## src/adc_ctrl_defines.vh

```
// Register offsets, field positions, channel codes and reset values
// How it works
// - Compare off: every finish sets done flag
// - Compare on: flag set only on true compare
// - Control-one write or result-low read clears flag
// - Flag rising with irq enable raises interrupt
// - Single mode: one conversion per start event
// - Continuous mode: repeat after first start event; with hardware trigger each run waits for the next trigger edge
// - Five-bit channel field decodes inputs and references
// - All-ones channel powers converter down, isolates input
// - All-ones code ends continuous, no extra conversion
// - Single mode returns to idle after completion
// - Active bit set on start, cleared end/abort
// - Trigger select picks software or hardware start
// - Compare enable bit turns comparison on/off
// - Direction bit: ge when set, lt when clear
// - Control-one write aborts conversion; restarts it only with software trigger selected
// - Results update on completion unless compare false or locked by a 10-bit high read
// - Hardware mode starts on each wakeup overflow; edges during an active conversion are ignored
// - Eight-bit mode compares only low eight bits
`ifndef ADC_CTRL_DEFINES_VH
`define ADC_CTRL_DEFINES_VH
`define ADDR_CTRL_ONE 3'h0
`define ADDR_CTRL_TWO 3'h1
`define ADDR_RESULT_HIGH 3'h2
`define ADDR_RESULT_LOW 3'h3
`define ADDR_COMPARE_HIGH 3'h4
`define ADDR_COMPARE_LOW 3'h5
`define ADDR_CONFIG 3'h6
`define BIT_DONE_FLAG 7
`define BIT_IRQ_ENABLE 6
`define BIT_CONTINUOUS 5
`define BIT_ACTIVE 7
`define BIT_TRIG_SELECT 6
`define BIT_COMPARE_EN 5
`define BIT_COMPARE_GE 4
`define BIT_MODE_TEN 3
`define CHANNEL_OFF 5'h1f
`define CHANNEL_RESERVED 5'h1c
`define CHANNEL_LAST_INPUT 5'h1b
`define RESET_CHANNEL 5'h1f
`define RESET_CONFIG 8'h00
`endif

```

## src/adc_conversion_control.v

```verilog
// Conversion control, status registers and result capture of the ADC
//
// The implementer's own choices: the placing of the registers and the address-and-strobe port.
`timescale 1ns/1ps
`include "adc_ctrl_defines.vh"
module adc_conversion_control (
  input wire clk,
  input wire reset,
  input wire [2:0] regAddr,
  input wire [7:0] regWdata,
  input wire regWrite,
  input wire regRead,
  output reg [7:0] regRdata,
  input wire hw_trigger_in,
  output reg convStart,
  output reg [4:0] convChannel,
  output reg convAbort,
  output reg converterOn,
  output reg inputIsolate,
  output reg tenBitMode,
  input wire coreDone,
  input wire [9:0] coreResult,
  output reg doneIrq
);

  localparam ST_IDLE = 2'h0;
  localparam ST_WAIT = 2'h1;
  localparam ST_START = 2'h2;

  ////////////////////////////////////////////////////////////////////
  // Register state
  reg conv_done_flag_q;
  reg done_irq_enable_q;
  reg continuous_enable_q;
  reg [4:0] channel_select_q;
  reg trigger_source_select_q;
  reg compare_enable_q;
  reg compare_ge_select_q;
  reg [1:0] lowCtrlTwo_q;
  reg [9:0] result_q;
  reg [9:0] compareValue_q;
  reg [7:0] config_q;
  reg conv_active_q;
  reg [1:0] state_q;
  reg trigPrev_q;
  reg highReadLock_q;

  wire trigSync;
  wire trigRise;
  wire compareHit;
  wire writeOne;
  wire readLow;
  wire readHigh;
  wire chanOff;
  wire doneTakes;
  wire doneSets;
  wire swStart;
  wire hwStart;
  wire again;
  wire tenBit;
  reg doneFlag_d;
  reg irqEnableNow;
  reg doneIrq_d;
  reg highReadLock_d;
  reg [9:0] result_d;

  adc_sync3 trigSyncInst (
    .clk(clk),
    .reset(reset),
    .din(hw_trigger_in),
    .dout(trigSync)
  );

  adc_compare cmpInst (
    .result(coreResult),
    .compareValue(compareValue_q),
    .tenBit(config_q[`BIT_MODE_TEN]),
    .geSelect(compare_ge_select_q),
    .hit(compareHit)
  );

  assign trigRise = trigSync & ~trigPrev_q;
  assign writeOne = regWrite & (regAddr == `ADDR_CTRL_ONE);
  assign readLow = regRead & (regAddr == `ADDR_RESULT_LOW);
  assign readHigh = regRead & (regAddr == `ADDR_RESULT_HIGH);
  assign chanOff = channel_select_q == `CHANNEL_OFF;
  // Done only counts while a conversion is really running
  assign doneTakes = coreDone & conv_active_q & ~writeOne;
  assign doneSets = doneTakes & (~compare_enable_q | compareHit);
  // Software start: the write itself, unless channel is all ones
  assign swStart = writeOne & ~trigger_source_select_q &
    (regWdata[4:0] != `CHANNEL_OFF);
  // Hardware start: wakeup counter overflow edge, only while no conversion is active
  assign hwStart = trigRise & trigger_source_select_q & ~chanOff &
    ~conv_active_q;
  assign again = continuous_enable_q & ~chanOff;
  assign tenBit = config_q[`BIT_MODE_TEN];

  ////////////////////////////////////////////////////////////////////
  // Next values of flag, interrupt, lock and results
  always @* begin
    doneFlag_d = conv_done_flag_q;
    if (doneSets) begin
      doneFlag_d = 1'b1;
    end else if (writeOne | readLow) begin
      doneFlag_d = 1'b0;
    end
  end

  // Enable as it stands once this cycle's write lands
  always @* begin
    irqEnableNow = done_irq_enable_q;
    if (writeOne) begin
      irqEnableNow = regWdata[`BIT_IRQ_ENABLE];
    end
    doneIrq_d = doneFlag_d & irqEnableNow;
  end

  // Reading high in 10-bit mode freezes results until low read
  always @* begin
    highReadLock_d = highReadLock_q;
    if (readHigh & tenBit) begin
      highReadLock_d = 1'b1;
    end else if (readLow) begin
      highReadLock_d = 1'b0;
    end
  end

  // A result arriving while locked is lost; software must read low
  always @* begin
    result_d = result_q;
    if (doneSets & ~(highReadLock_q & tenBit)) begin
      if (tenBit) begin
        result_d = coreResult;
      end else begin
        result_d = {2'h0, coreResult[7:0]};
      end
    end
  end

  ////////////////////////////////////////////////////////////////////
  // Register writes
  always @(posedge clk) begin
    if (reset) begin
      done_irq_enable_q <= 1'b0;
      continuous_enable_q <= 1'b0;
      channel_select_q <= `RESET_CHANNEL;
      trigger_source_select_q <= 1'b0;
      compare_enable_q <= 1'b0;
      compare_ge_select_q <= 1'b0;
      lowCtrlTwo_q <= 2'h0;
      compareValue_q <= 10'h000;
      config_q <= `RESET_CONFIG;
    end else if (regWrite) begin
      case (regAddr)
        `ADDR_CTRL_ONE: begin
          done_irq_enable_q <= regWdata[`BIT_IRQ_ENABLE];
          continuous_enable_q <= regWdata[`BIT_CONTINUOUS];
          channel_select_q <= regWdata[4:0];
        end
        `ADDR_CTRL_TWO: begin
          trigger_source_select_q <= regWdata[`BIT_TRIG_SELECT];
          compare_enable_q <= regWdata[`BIT_COMPARE_EN];
          compare_ge_select_q <= regWdata[`BIT_COMPARE_GE];
          // Kept as written; software is to write zeros here
          lowCtrlTwo_q <= regWdata[1:0];
        end
        `ADDR_COMPARE_HIGH: compareValue_q[9:8] <= regWdata[1:0];
        `ADDR_COMPARE_LOW: compareValue_q[7:0] <= regWdata;
        `ADDR_CONFIG: config_q <= regWdata;
        default: begin
        end
      endcase
    end
  end

  ////////////////////////////////////////////////////////////////////
  // Done flag, interrupt, results
  always @(posedge clk) begin
    if (reset) begin
      conv_done_flag_q <= 1'b0;
      doneIrq <= 1'b0;
      result_q <= 10'h000;
      highReadLock_q <= 1'b0;
      trigPrev_q <= 1'b0;
    end else begin
      trigPrev_q <= trigSync;
      conv_done_flag_q <= doneFlag_d;
      doneIrq <= doneIrq_d;
      highReadLock_q <= highReadLock_d;
      result_q <= result_d;
    end
  end

  ////////////////////////////////////////////////////////////////////
  // Conversion sequencer
  always @(posedge clk) begin
    if (reset) begin
      state_q <= ST_IDLE;
      conv_active_q <= 1'b0;
      convStart <= 1'b0;
      convAbort <= 1'b0;
      convChannel <= `RESET_CHANNEL;
      converterOn <= 1'b0;
      inputIsolate <= 1'b1;
    end else begin
      convStart <= 1'b0;
      convAbort <= 1'b0;
      if (writeOne) begin
        convAbort <= conv_active_q;
        conv_active_q <= 1'b0;
        convChannel <= regWdata[4:0];
        if (swStart) begin
          convStart <= 1'b1;
          conv_active_q <= 1'b1;
          converterOn <= 1'b1;
          inputIsolate <= 1'b0;
          state_q <= ST_WAIT;
        end else begin
          converterOn <= 1'b0;
          inputIsolate <= regWdata[4:0] == `CHANNEL_OFF;
          state_q <= ST_IDLE;
        end
      end else begin
        case (state_q)
          ST_IDLE: begin
            if (hwStart) begin
              convStart <= 1'b1;
              conv_active_q <= 1'b1;
              converterOn <= 1'b1;
              inputIsolate <= 1'b0;
              state_q <= ST_WAIT;
            end
          end
          ST_WAIT: begin
            if (doneTakes) begin
              conv_active_q <= 1'b0;
              if (again & ~trigger_source_select_q) begin
                state_q <= ST_START;
              end else if (again) begin
                // Hardware continuous: next run follows next trigger
                state_q <= ST_IDLE;
              end else begin
                converterOn <= 1'b0;
                state_q <= ST_IDLE;
              end
            end
          end
          ST_START: begin
            if (again) begin
              convStart <= 1'b1;
              conv_active_q <= 1'b1;
              state_q <= ST_WAIT;
            end else begin
              converterOn <= 1'b0;
              state_q <= ST_IDLE;
            end
          end
          default: state_q <= ST_IDLE;
        endcase
      end
    end
  end

  ////////////////////////////////////////////////////////////////////
  // Register reads, data in the cycle after the strobe
  always @(posedge clk) begin
    if (reset) begin
      regRdata <= 8'h00;
      tenBitMode <= 1'b0;
    end else begin
      tenBitMode <= config_q[`BIT_MODE_TEN];
      regRdata <= 8'h00;
      if (regRead) begin
        case (regAddr)
          `ADDR_CTRL_ONE: regRdata <= {conv_done_flag_q,
            done_irq_enable_q, continuous_enable_q, channel_select_q};
          `ADDR_CTRL_TWO: regRdata <= {conv_active_q,
            trigger_source_select_q, compare_enable_q,
            compare_ge_select_q, 2'h0, lowCtrlTwo_q};
          `ADDR_RESULT_HIGH: regRdata <= {6'h00, result_q[9:8]};
          `ADDR_RESULT_LOW: regRdata <= result_q[7:0];
          `ADDR_COMPARE_HIGH: regRdata <= {6'h00, compareValue_q[9:8]};
          `ADDR_COMPARE_LOW: regRdata <= compareValue_q[7:0];
          `ADDR_CONFIG: regRdata <= config_q;
          default: regRdata <= 8'h00;
        endcase
      end
    end
  end
endmodule // adc_conversion_control

```

## src/adc_sync3.v

```verilog
// Three-stage synchroniser with agreement filter for an outside level
`timescale 1ns/1ps
module adc_sync3 (
  input wire clk,
  input wire reset,
  input wire din,
  output reg dout
);
  reg s1Q;
  reg s2Q;
  reg s3Q;
  always @(posedge clk) begin
    if (reset) begin
      s1Q <= 1'b0;
      s2Q <= 1'b0;
      s3Q <= 1'b0;
      dout <= 1'b0;
    end else begin
      s1Q <= din;
      s2Q <= s1Q;
      s3Q <= s2Q;
      // Change accepted only once two late stages agree
      if (s2Q == s3Q) begin
        dout <= s3Q;
      end
    end
  end
endmodule // adc_sync3

```

## src/adc_compare.v

```verilog
// Result versus compare-value test in 8- or 10-bit mode
`timescale 1ns/1ps
module adc_compare (
  input wire [9:0] result,
  input wire [9:0] compareValue,
  input wire tenBit,
  input wire geSelect,
  output wire hit
);
  wire [9:0] resultEff;
  wire [9:0] valueEff;
  wire isLess;
  assign resultEff = tenBit ? result : {2'h0, result[7:0]};
  assign valueEff = tenBit ? compareValue : {2'h0, compareValue[7:0]};
  assign isLess = resultEff < valueEff;
  assign hit = geSelect ? ~isLess : isLess;
endmodule // adc_compare

```

## config.mk

```make
export PLATFORM = sky130hd
export DESIGN_NAME = adc_conversion_control
export DESIGN_NICKNAME = d
export VERILOG_FILES = /design/src/adc_conversion_control.v /design/src/adc_sync3.v /design/src/adc_compare.v
export VERILOG_INCLUDE_DIRS = /design/src /design/src/src
export SDC_FILE = /design/constraint.sdc
export NUM_CORES = 1
export LEC_CHECK = 0
export ABC_AREA = 1
export BUFFER_PORTS_ARGS = -buffer_cell sky130_fd_sc_hd__buf_4
export CORE_MARGIN = 4
export CORE_UTILIZATION = 35
export CTS_BUF_LIST = sky130_fd_sc_hd__clkbuf_8
export CTS_CLUSTER_DIAMETER = 50
export DETAILED_ROUTE_END_ITERATION = 16
export GPL_TIMING_DRIVEN = 0
export PLACE_DENSITY = 0.56
export SETUP_SLACK_MARGIN = 0.15
export SKIP_LAST_GASP = 1
export SYNTH_ARGS = -nofsm -noshare
export SYNTH_HDL_FRONTEND = slang
export SYNTH_SLANG_ARGS = --single-unit
export TNS_END_PERCENT = 5
```

## constraint.sdc

```tcl
create_clock -name clk -period 3.1 [get_ports clk]
set_input_delay 0.31 -clock clk [delete_from_list [all_inputs] [get_ports clk]]
set_output_delay 0.31 -clock clk [all_outputs]
set_load 0.05 [all_outputs]
```

==> flow_summary_export.csv, run 1 <==
group,metric,value,unit
synthesis,yosysWarnings,0,
worst_setup_path,cp-start-kind,"flop",
clock_network,numCtsBuffers,9,
clock_network,clkLatencyLatePin,0.35,ns
sta,finalSetupViolCount,0,
synthesis,syn_area,2990,µm²
synthesis,syn_area_per_cell,7.32,µm²
synthesis,syn_nets,448,
synthesis,async_flop_share,0,%
worst_hold_path,hp-class,"primary input to flop",
floorplan,io_pins,46,
power_and_ir_drop,powerDensity,578,nW/µm²
clock_network,cts.reportedPaths.clkPinSlew,0.07,ns
floorplan,die-area,10100,µm²
sta,post-route-period-util,65.8,%
power_and_ir_drop,power,2.11,mW
synthesis,synth_ff_type,"dfxtp_1",
finish,fin_area,3650,µm²
finish,stdcell_count,573,
clock_network,clkSinkCount,64,
grt,antenna_found_initial,0,
synthesis,synth_common_cells,"nand2_1 (75), dfxtp_1 (64), inv_1 (58), nor2_1 (52), a21oi_1 (32)",
floorplan,die_height,100,µm
drt,dr.first_iter.drc_count,114,
placement,placed_cell_area,3450,µm²
worst_setup_path,critical_path_required,3.34,ns
synthesis,synth_top_area_cell,"dfxtp_1",
finish,layout-drive-gt1-share,19.2,%
clock_network,ctsResizeCount,0,
worst_setup_path,path_buf_inv,2,
finish,nets,503,
sta,timing.fmax,0.490,GHz
sta,timing.final.ws_setup,1.06,ns
placement,preCtsSetupSlack,1.04,ns
grt,gr-total-overflow,0,
placement,globalplace.congestion,0.904,
finish,area_delta_synth_final,22.0,%
synthesis,yosysSeqAreaShare,42.9,%
synthesis,yosysTopAreaCellShare,42.9,%
synthesis,ys_ff_latch,64,
finish,post-route-util,44.2,%
sta,slew_violations,0,
worst_setup_path,r2r_setup_slack,1.06,ns
worst_setup_path,crit_type,"flop to flop",
worst_setup_path,path_common_cell,"nor2_1",
sta,max_slew.worst_pin.slew,0.486,ns
flow_run,maxCapViolations,0,
drt,antenna_left,0,
outcome,status,"finished clean",
clock_network,holdBufCountCts,0,
grt,grt_pass1_vias,2784,
placement,hpwl,6500,µm
sta,worst_clock_skew,0.0114,ns
placement,portBuffers,44,
drt,vias,2782,
worst_hold_path,hold_start,"reset",
sta,slew_headroom,67.6,%
finish,antenna_cells,0,
clock_network,tritoncts,"yes",
worst_setup_path,crit_fanout,10,
power_and_ir_drop,ir_worst_vdd,370,µV
worst_setup_path,worstPathCellList,"nand2_1 -> inv_1 -> ha_1 -> a21o_1 -> nor2_1 -> nand4_1 -> nand3_1 -> nand3_2 -> buf_4 -> nor2_1 -> nor2_1",
worst_setup_path,timing.rr.end,"result_q[1]",
floorplan,coreArea,8260,µm²
worst_setup_path,cp_top_family,"simple AND/OR/NAND/NOR gates",
sta,hold_viol,0,
worst_setup_path,cp.arrival,2.28,ns
worst_setup_path,worstReg2RegStart,"config_q[3]",
floorplan,rows,33,
drt,drt_wl_total,8450,µm
floorplan,initial_core_util,36.2,%
synthesis,yosysMostFrequentCell,"nand2_1",
synthesis,synth_cell_type_count,33,
synthesis,synthCells,408,
clock_network,post_cts_buffers,0,
sta,rsz0062_at_grt,"no",
worst_setup_path,slowest_stage,"dfxtp_1",
drt,drc,0,
drt,post_drt_wl_per_cell,14.7,µm
worst_setup_path,reg2regPathDepth,11,
drt,dr.pass1.iters,4,
worst_hold_path,worst_hold_path.endpoint,"done_irq_enable_q",
sta,holdWs,0.145,ns
grt,grt_max_degree,12,
clock_network,clockRootBuffer,"clkbuf_8",
sta,fin_setup_tns,0,ns
worst_hold_path,holdPathStages,2,
placement,dp_cells,557,
floorplan,die-width,100,µm
grt,grt_usage,17.7,%
sta,min_period,2.04,ns
worst_setup_path,worstSetupEndpointType,"flop",
synthesis,synth_edf_count,0,
clock_network,clockBufferDepth,2,
clock_network,htreeDepth,3,
power_and_ir_drop,leakagePower,1.66,nW
drt,vias_per_cell,4.86,
grt,grt_pass1_wl,13700,µm
synthesis,ys_top_cells_by_area,"dfxtp_1 (43%), nand2_1 (9.4%), inv_1 (7.3%)",
worst_setup_path,critPathMaxStageDelay,0.46,ns
[metal layers]
metal / global-route usage (%) / share of wire, % / wire length, µm
met1: 23.2 / 49 / 4130
met2: 28.1 / 44 / 3750
met3: 4.59 / 4.3 / 362
met4: 6.32 / 2.4 / 206
met5: 0 / 0 / 0
[worst reg2reg max path, stage by stage (launching register included)]
cell	delay (ns)
dfxtp_1	0.46
nand2_1	0.08
inv_1	0.09
ha_1	0.24
a21o_1	0.18
nor2_1	0.14
nand4_1	0.11
nand3_1	0.14
nand3_2	0.09
buf_4	0.18
nor2_1	0.14
nor2_1	0.07
[cells by family (layout without fill, tap and decap cells)]
group | count (synthesis) | count (layout) | share of synthesized area (%)
compound gates | 87 | 87 | 16.8
fa+ha+maj | 13 | 13 | 5.44
buf+inv | 77 | 137 | 10.6
flops | 64 | 64 | 42.9
simple gates | 167 | 167 | 24.2
[layout by cell type, fill, tap and decap left out, drive strengths merged, types with 4 or more instances in the layout]
cell | netlist | routed
a21oi | 32 | 32
buf | 9 | 53
clkbuf | 3 | 13
clkinv | 0 | 5
dfxtp | 64 | 64
ha | 13 | 13
inv | 65 | 65
nand2 | 78 | 78
nand3 | 23 | 23
nand4 | 4 | 4
nor2 | 57 | 57
nor3 | 4 | 4
o21ai | 28 | 28
o22ai | 12 | 12
[registers in the layout (all words and copies together) (netlist names), 2 cells and up]
name              count
lowCtrlTwo_q          2
result_q             10
regRdata              8
channel_select_q      5
state_q               2
config_q              8
compareValue_q       10
[power breakdown]
part	total, mW	switching, mW	internal [mW]
Combinational	0.466	0.298	0.168
Sequential	0.933	0.0445	0.888
Clock	0.710	0.321	0.388
[cell type report]
| class | count | area [µm²] |
|---|---|---|
| Inverter | 65 | 246 |
| Buffer | 12 | 71.3 |
| Multi-Input combinational cell | 267 | 1390 |
| Tap cell | 105 | 131 |
| Sequential cell | 64 | 1280 |
| Clock buffer | 10 | 138 |
| Clock inverter | 6 | 58.8 |
| Timing Repair Buffer | 44 | 330 |
| Fill cell | 877 | 4610 |
[worst max-delay path by stage]
stage                      startpoint     endpoint  slack, ns  depth (start not counted)
final                     config_q[3]  result_q[1]       1.06                         11
after CTS                 config_q[3]  result_q[1]       1.02                         11
after floorplan           config_q[3]  result_q[8]       1.40                         11
after global routing      config_q[3]  result_q[1]       0.87                         12
after detailed placement  config_q[3]  result_q[1]       1.04                         11
after global placement    config_q[3]  result_q[1]       1.04                         11
No activity file was read; power rests on OpenSTA's default activity.
==> inputs of run 2 (changes only) <==
==> constraint.sdc (replaced) <==
create_clock -name clk -period 2.03 [get_ports clk]
set_input_delay 0.203 -clock clk [delete_from_list [all_inputs] [get_ports clk]]
set_output_delay 0.203 -clock clk [all_outputs]
set_load 0.05 [all_outputs]
==> run 2 against run 1 <==
Global-route usage barely moved. Highest routed layer unchanged. Register-to-register slack worse by 0.83 ns. Via count grew 0.43%. Final cell count rose by 0.52%. Largest power group unchanged. Fmax up 13%. Clock power up 52%. Worst hold slack worse by 0.10 ns. Sequential cell count is the same. First-iteration DRC count down 6.1%. Wire length increased by 2.1%. Worst setup slack got worse by 0.83 ns.
==> flow_summary_export.csv, run 2 (synthesis results as in run 1) <==
group,metric,value,unit
finish,nets,506,
clock_network,clkLatencyLatePin,0.34,ns
power_and_ir_drop,powerDensity,860,nW/µm²
finish,final_common_cell,"nand2_1",
worst_hold_path,holdPathStages,2,
grt,grt_usage,17.7,%
sta,finalSetupViolCount,0,
drt,vias,2794,
floorplan,rows,33,
floorplan,coreArea,8260,µm²
power_and_ir_drop,power,3.26,mW
worst_setup_path,crit_type,"flop to flop",
finish,layout-drive-gt1-share,25.1,%
worst_setup_path,worstReg2RegStart,"config_q[3]",
finish,stdcell_count,576,
sta,worst_clock_skew,0.0123,ns
grt,grt_pass1_wl,13800,µm
grt,antenna_found_initial,0,
sta,rsz0062_at_grt,"yes",
grt,grt_pass1_vias,2788,
finish,layout_common_cells,"nand2_1 (67), dfxtp_1 (62), inv_1 (56)",
worst_setup_path,timing.rr.end,"result_q[2]",
power_and_ir_drop,p_seq_share,43.7,%
drt,wl_met3,463,µm
finish,fin_area,3790,µm²
worst_setup_path,r2r_setup_slack,0.23,ns
placement,portBuffers,44,
grt,grt_max_degree,12,
sta,post-route-period-util,88.6,%
finish,area_delta_synth_final,27.0,%
sta,holdWs,0.0425,ns
floorplan,io_pins,46,
placement,dp_cells,557,
grt,gr-total-overflow,0,
clock_network,numCtsBuffers,9,
floorplan,initial_core_util,36.2,%
sta,max_slew.worst_pin.slew,0.493,ns
clock_network,htreeDepth,3,
drt,drt_wl_total,8630,µm
worst_setup_path,reg2regPathDepth,13,
drt,vias_per_cell,4.85,
floorplan,die-width,100,µm
drt,post_drt_wl_per_cell,15.0,µm
clock_network,clockRootBuffer,"clkbuf_8",
flow_run,maxCapViolations,0,
floorplan,die-area,10100,µm²
clock_network,clkSinkCount,64,
worst_hold_path,worst_hold_path.endpoint,"done_irq_enable_q",
clock_network,cts.reportedPaths.clkPinSlew,0.07,ns
drt,antenna_left,0,
worst_setup_path,cp-startpoint,"config_q[3]",
worst_setup_path,cp-start-kind,"flop",
power_and_ir_drop,p_clk_share,33.2,%
clock_network,clockBufferDepth,2,
power_and_ir_drop,combPwrFrac,23.1,%
worst_setup_path,cp.arrival,2.08,ns
placement,globalplace.congestion,0.904,
sta,timing.fmax,0.556,GHz
placement,placed_cell_area,3450,µm²
power_and_ir_drop,ir_worst_vdd,565,µV
drt,wl_met2,3900,µm
drt,dr.pass1.iters,4,
drt,dr.first_iter.drc_count,107,
worst_hold_path,hp-class,"primary input to flop",
drt,wl_met1,4060,µm
power_and_ir_drop,p_sw_share,31.7,%
sta,hold_viol,0,
drt,drc,0,
worst_hold_path,hold_start,"reset",
finish,antenna_cells,0,
clock_network,tritoncts,"yes",
finish,reg_top3,"compareValue_q (10), result_q (10)",
floorplan,die_height,100,µm
power_and_ir_drop,switchingPower,1.03,mW
placement,hpwl,6500,µm
sta,slew_violations,0,
sta,slew_headroom,67.1,%
sta,min_period,1.80,ns
drt,highest_layer,"met4",
power_and_ir_drop,power.internal,2.23,mW
worst_setup_path,critical_path_required,2.31,ns
outcome,status,"finished clean",
worst_setup_path,worstSetupEndpointType,"flop",
power_and_ir_drop,leakagePower,1.68,nW
worst_setup_path,crit_fanout,5,
sta,fin_setup_tns,0,ns
clock_network,holdBufCountCts,0,
finish,fillers,857,
==> run 2: cell types whose count changed in the layout (fill, tap and decap cells not counted), moves of 5 or more <==
cell	before	now
nand2_2	3	10
nand2_1	75	67
nor2_2	2	7
nor2_1	52	46
==> run 2: repair_timing <==
item                                   in CTS  in global routing
setup endpoints to repair                  10                 10
buffers inserted                            0                  2
gates cloned                                0                  1
pin swaps                                   1                 14
gates resized for setup                     6                 27
endpoints found under the hold margin       0                  0
==> run 2: cell type report <==
type                       instances  area (µm²)  share of cell area [%]
multi-input combinational        267        1500                    39.5
inverter                          65         246                    6.50
tap                              105         131                    3.46
buffer                            12        78.8                    2.08
timing repair buffer              47         357                    9.40
sequential                        64        1290                    33.9
clock buffer                      10         138                    3.63
clock inverter                     6        58.8                    1.55
==> run 2: metal layers <==
metal  global-route usage (%)  vias up
li1                         -     1446
met1                     23.2     1265
met2                     28.2       69
met3                     4.59       14
met4                     6.32        0
met5                        0        -
==> run 2: power groups by stage <==
stage | logic (mW) | registers (mW) | clock network (mW)
2_1_floorplan | 0.455 | 1.48 | 0
3_3_place_gp | 0.693 | 1.45 | 0
3_5_place_dp | 0.703 | 1.45 | 0
4_1_cts | 0.713 | 1.42 | 1.10
5_1_grt | 0.861 | 1.44 | 1.16
6_report | 0.753 | 1.43 | 1.08
==> run 2: worst max path at each step <==
stage                  end  slack, ns  depth (start not counted)
6_report       result_q[2]       0.23                         13
2_1_floorplan  result_q[8]       0.33                         11
4_1_cts        result_q[1]       0.15                         11
3_5_place_dp   result_q[1]      -0.03                         11
3_3_place_gp   result_q[1]      -0.03                         11
5_1_grt        result_q[2]       0.12                         13
==> run 2: worst max-delay path: stages (launching register included) <==
cell and delay, ns:
dfxtp_4 0.39, nand2_2 0.08, ha_4 0.28, nand2_4 0.06, nor2_4 0.12, nand3_2 0.09, nand3_2 0.08, nand2_1 0.05
nand3_2 0.11, nand3_4 0.11, buf_6 0.15, nand2_1 0.05, nand2_1 0.05, nor2_1 0.11
==> run 2: stage by stage <==
stage	util, %	setup slack, ns
after floorplan	-	0.332
after global routing	45.9	0.122
after CTS	44.3	0.154
after detailed placement	41.8	-0.0289
final	45.9	0.231
after global placement	41.8	-0.0258
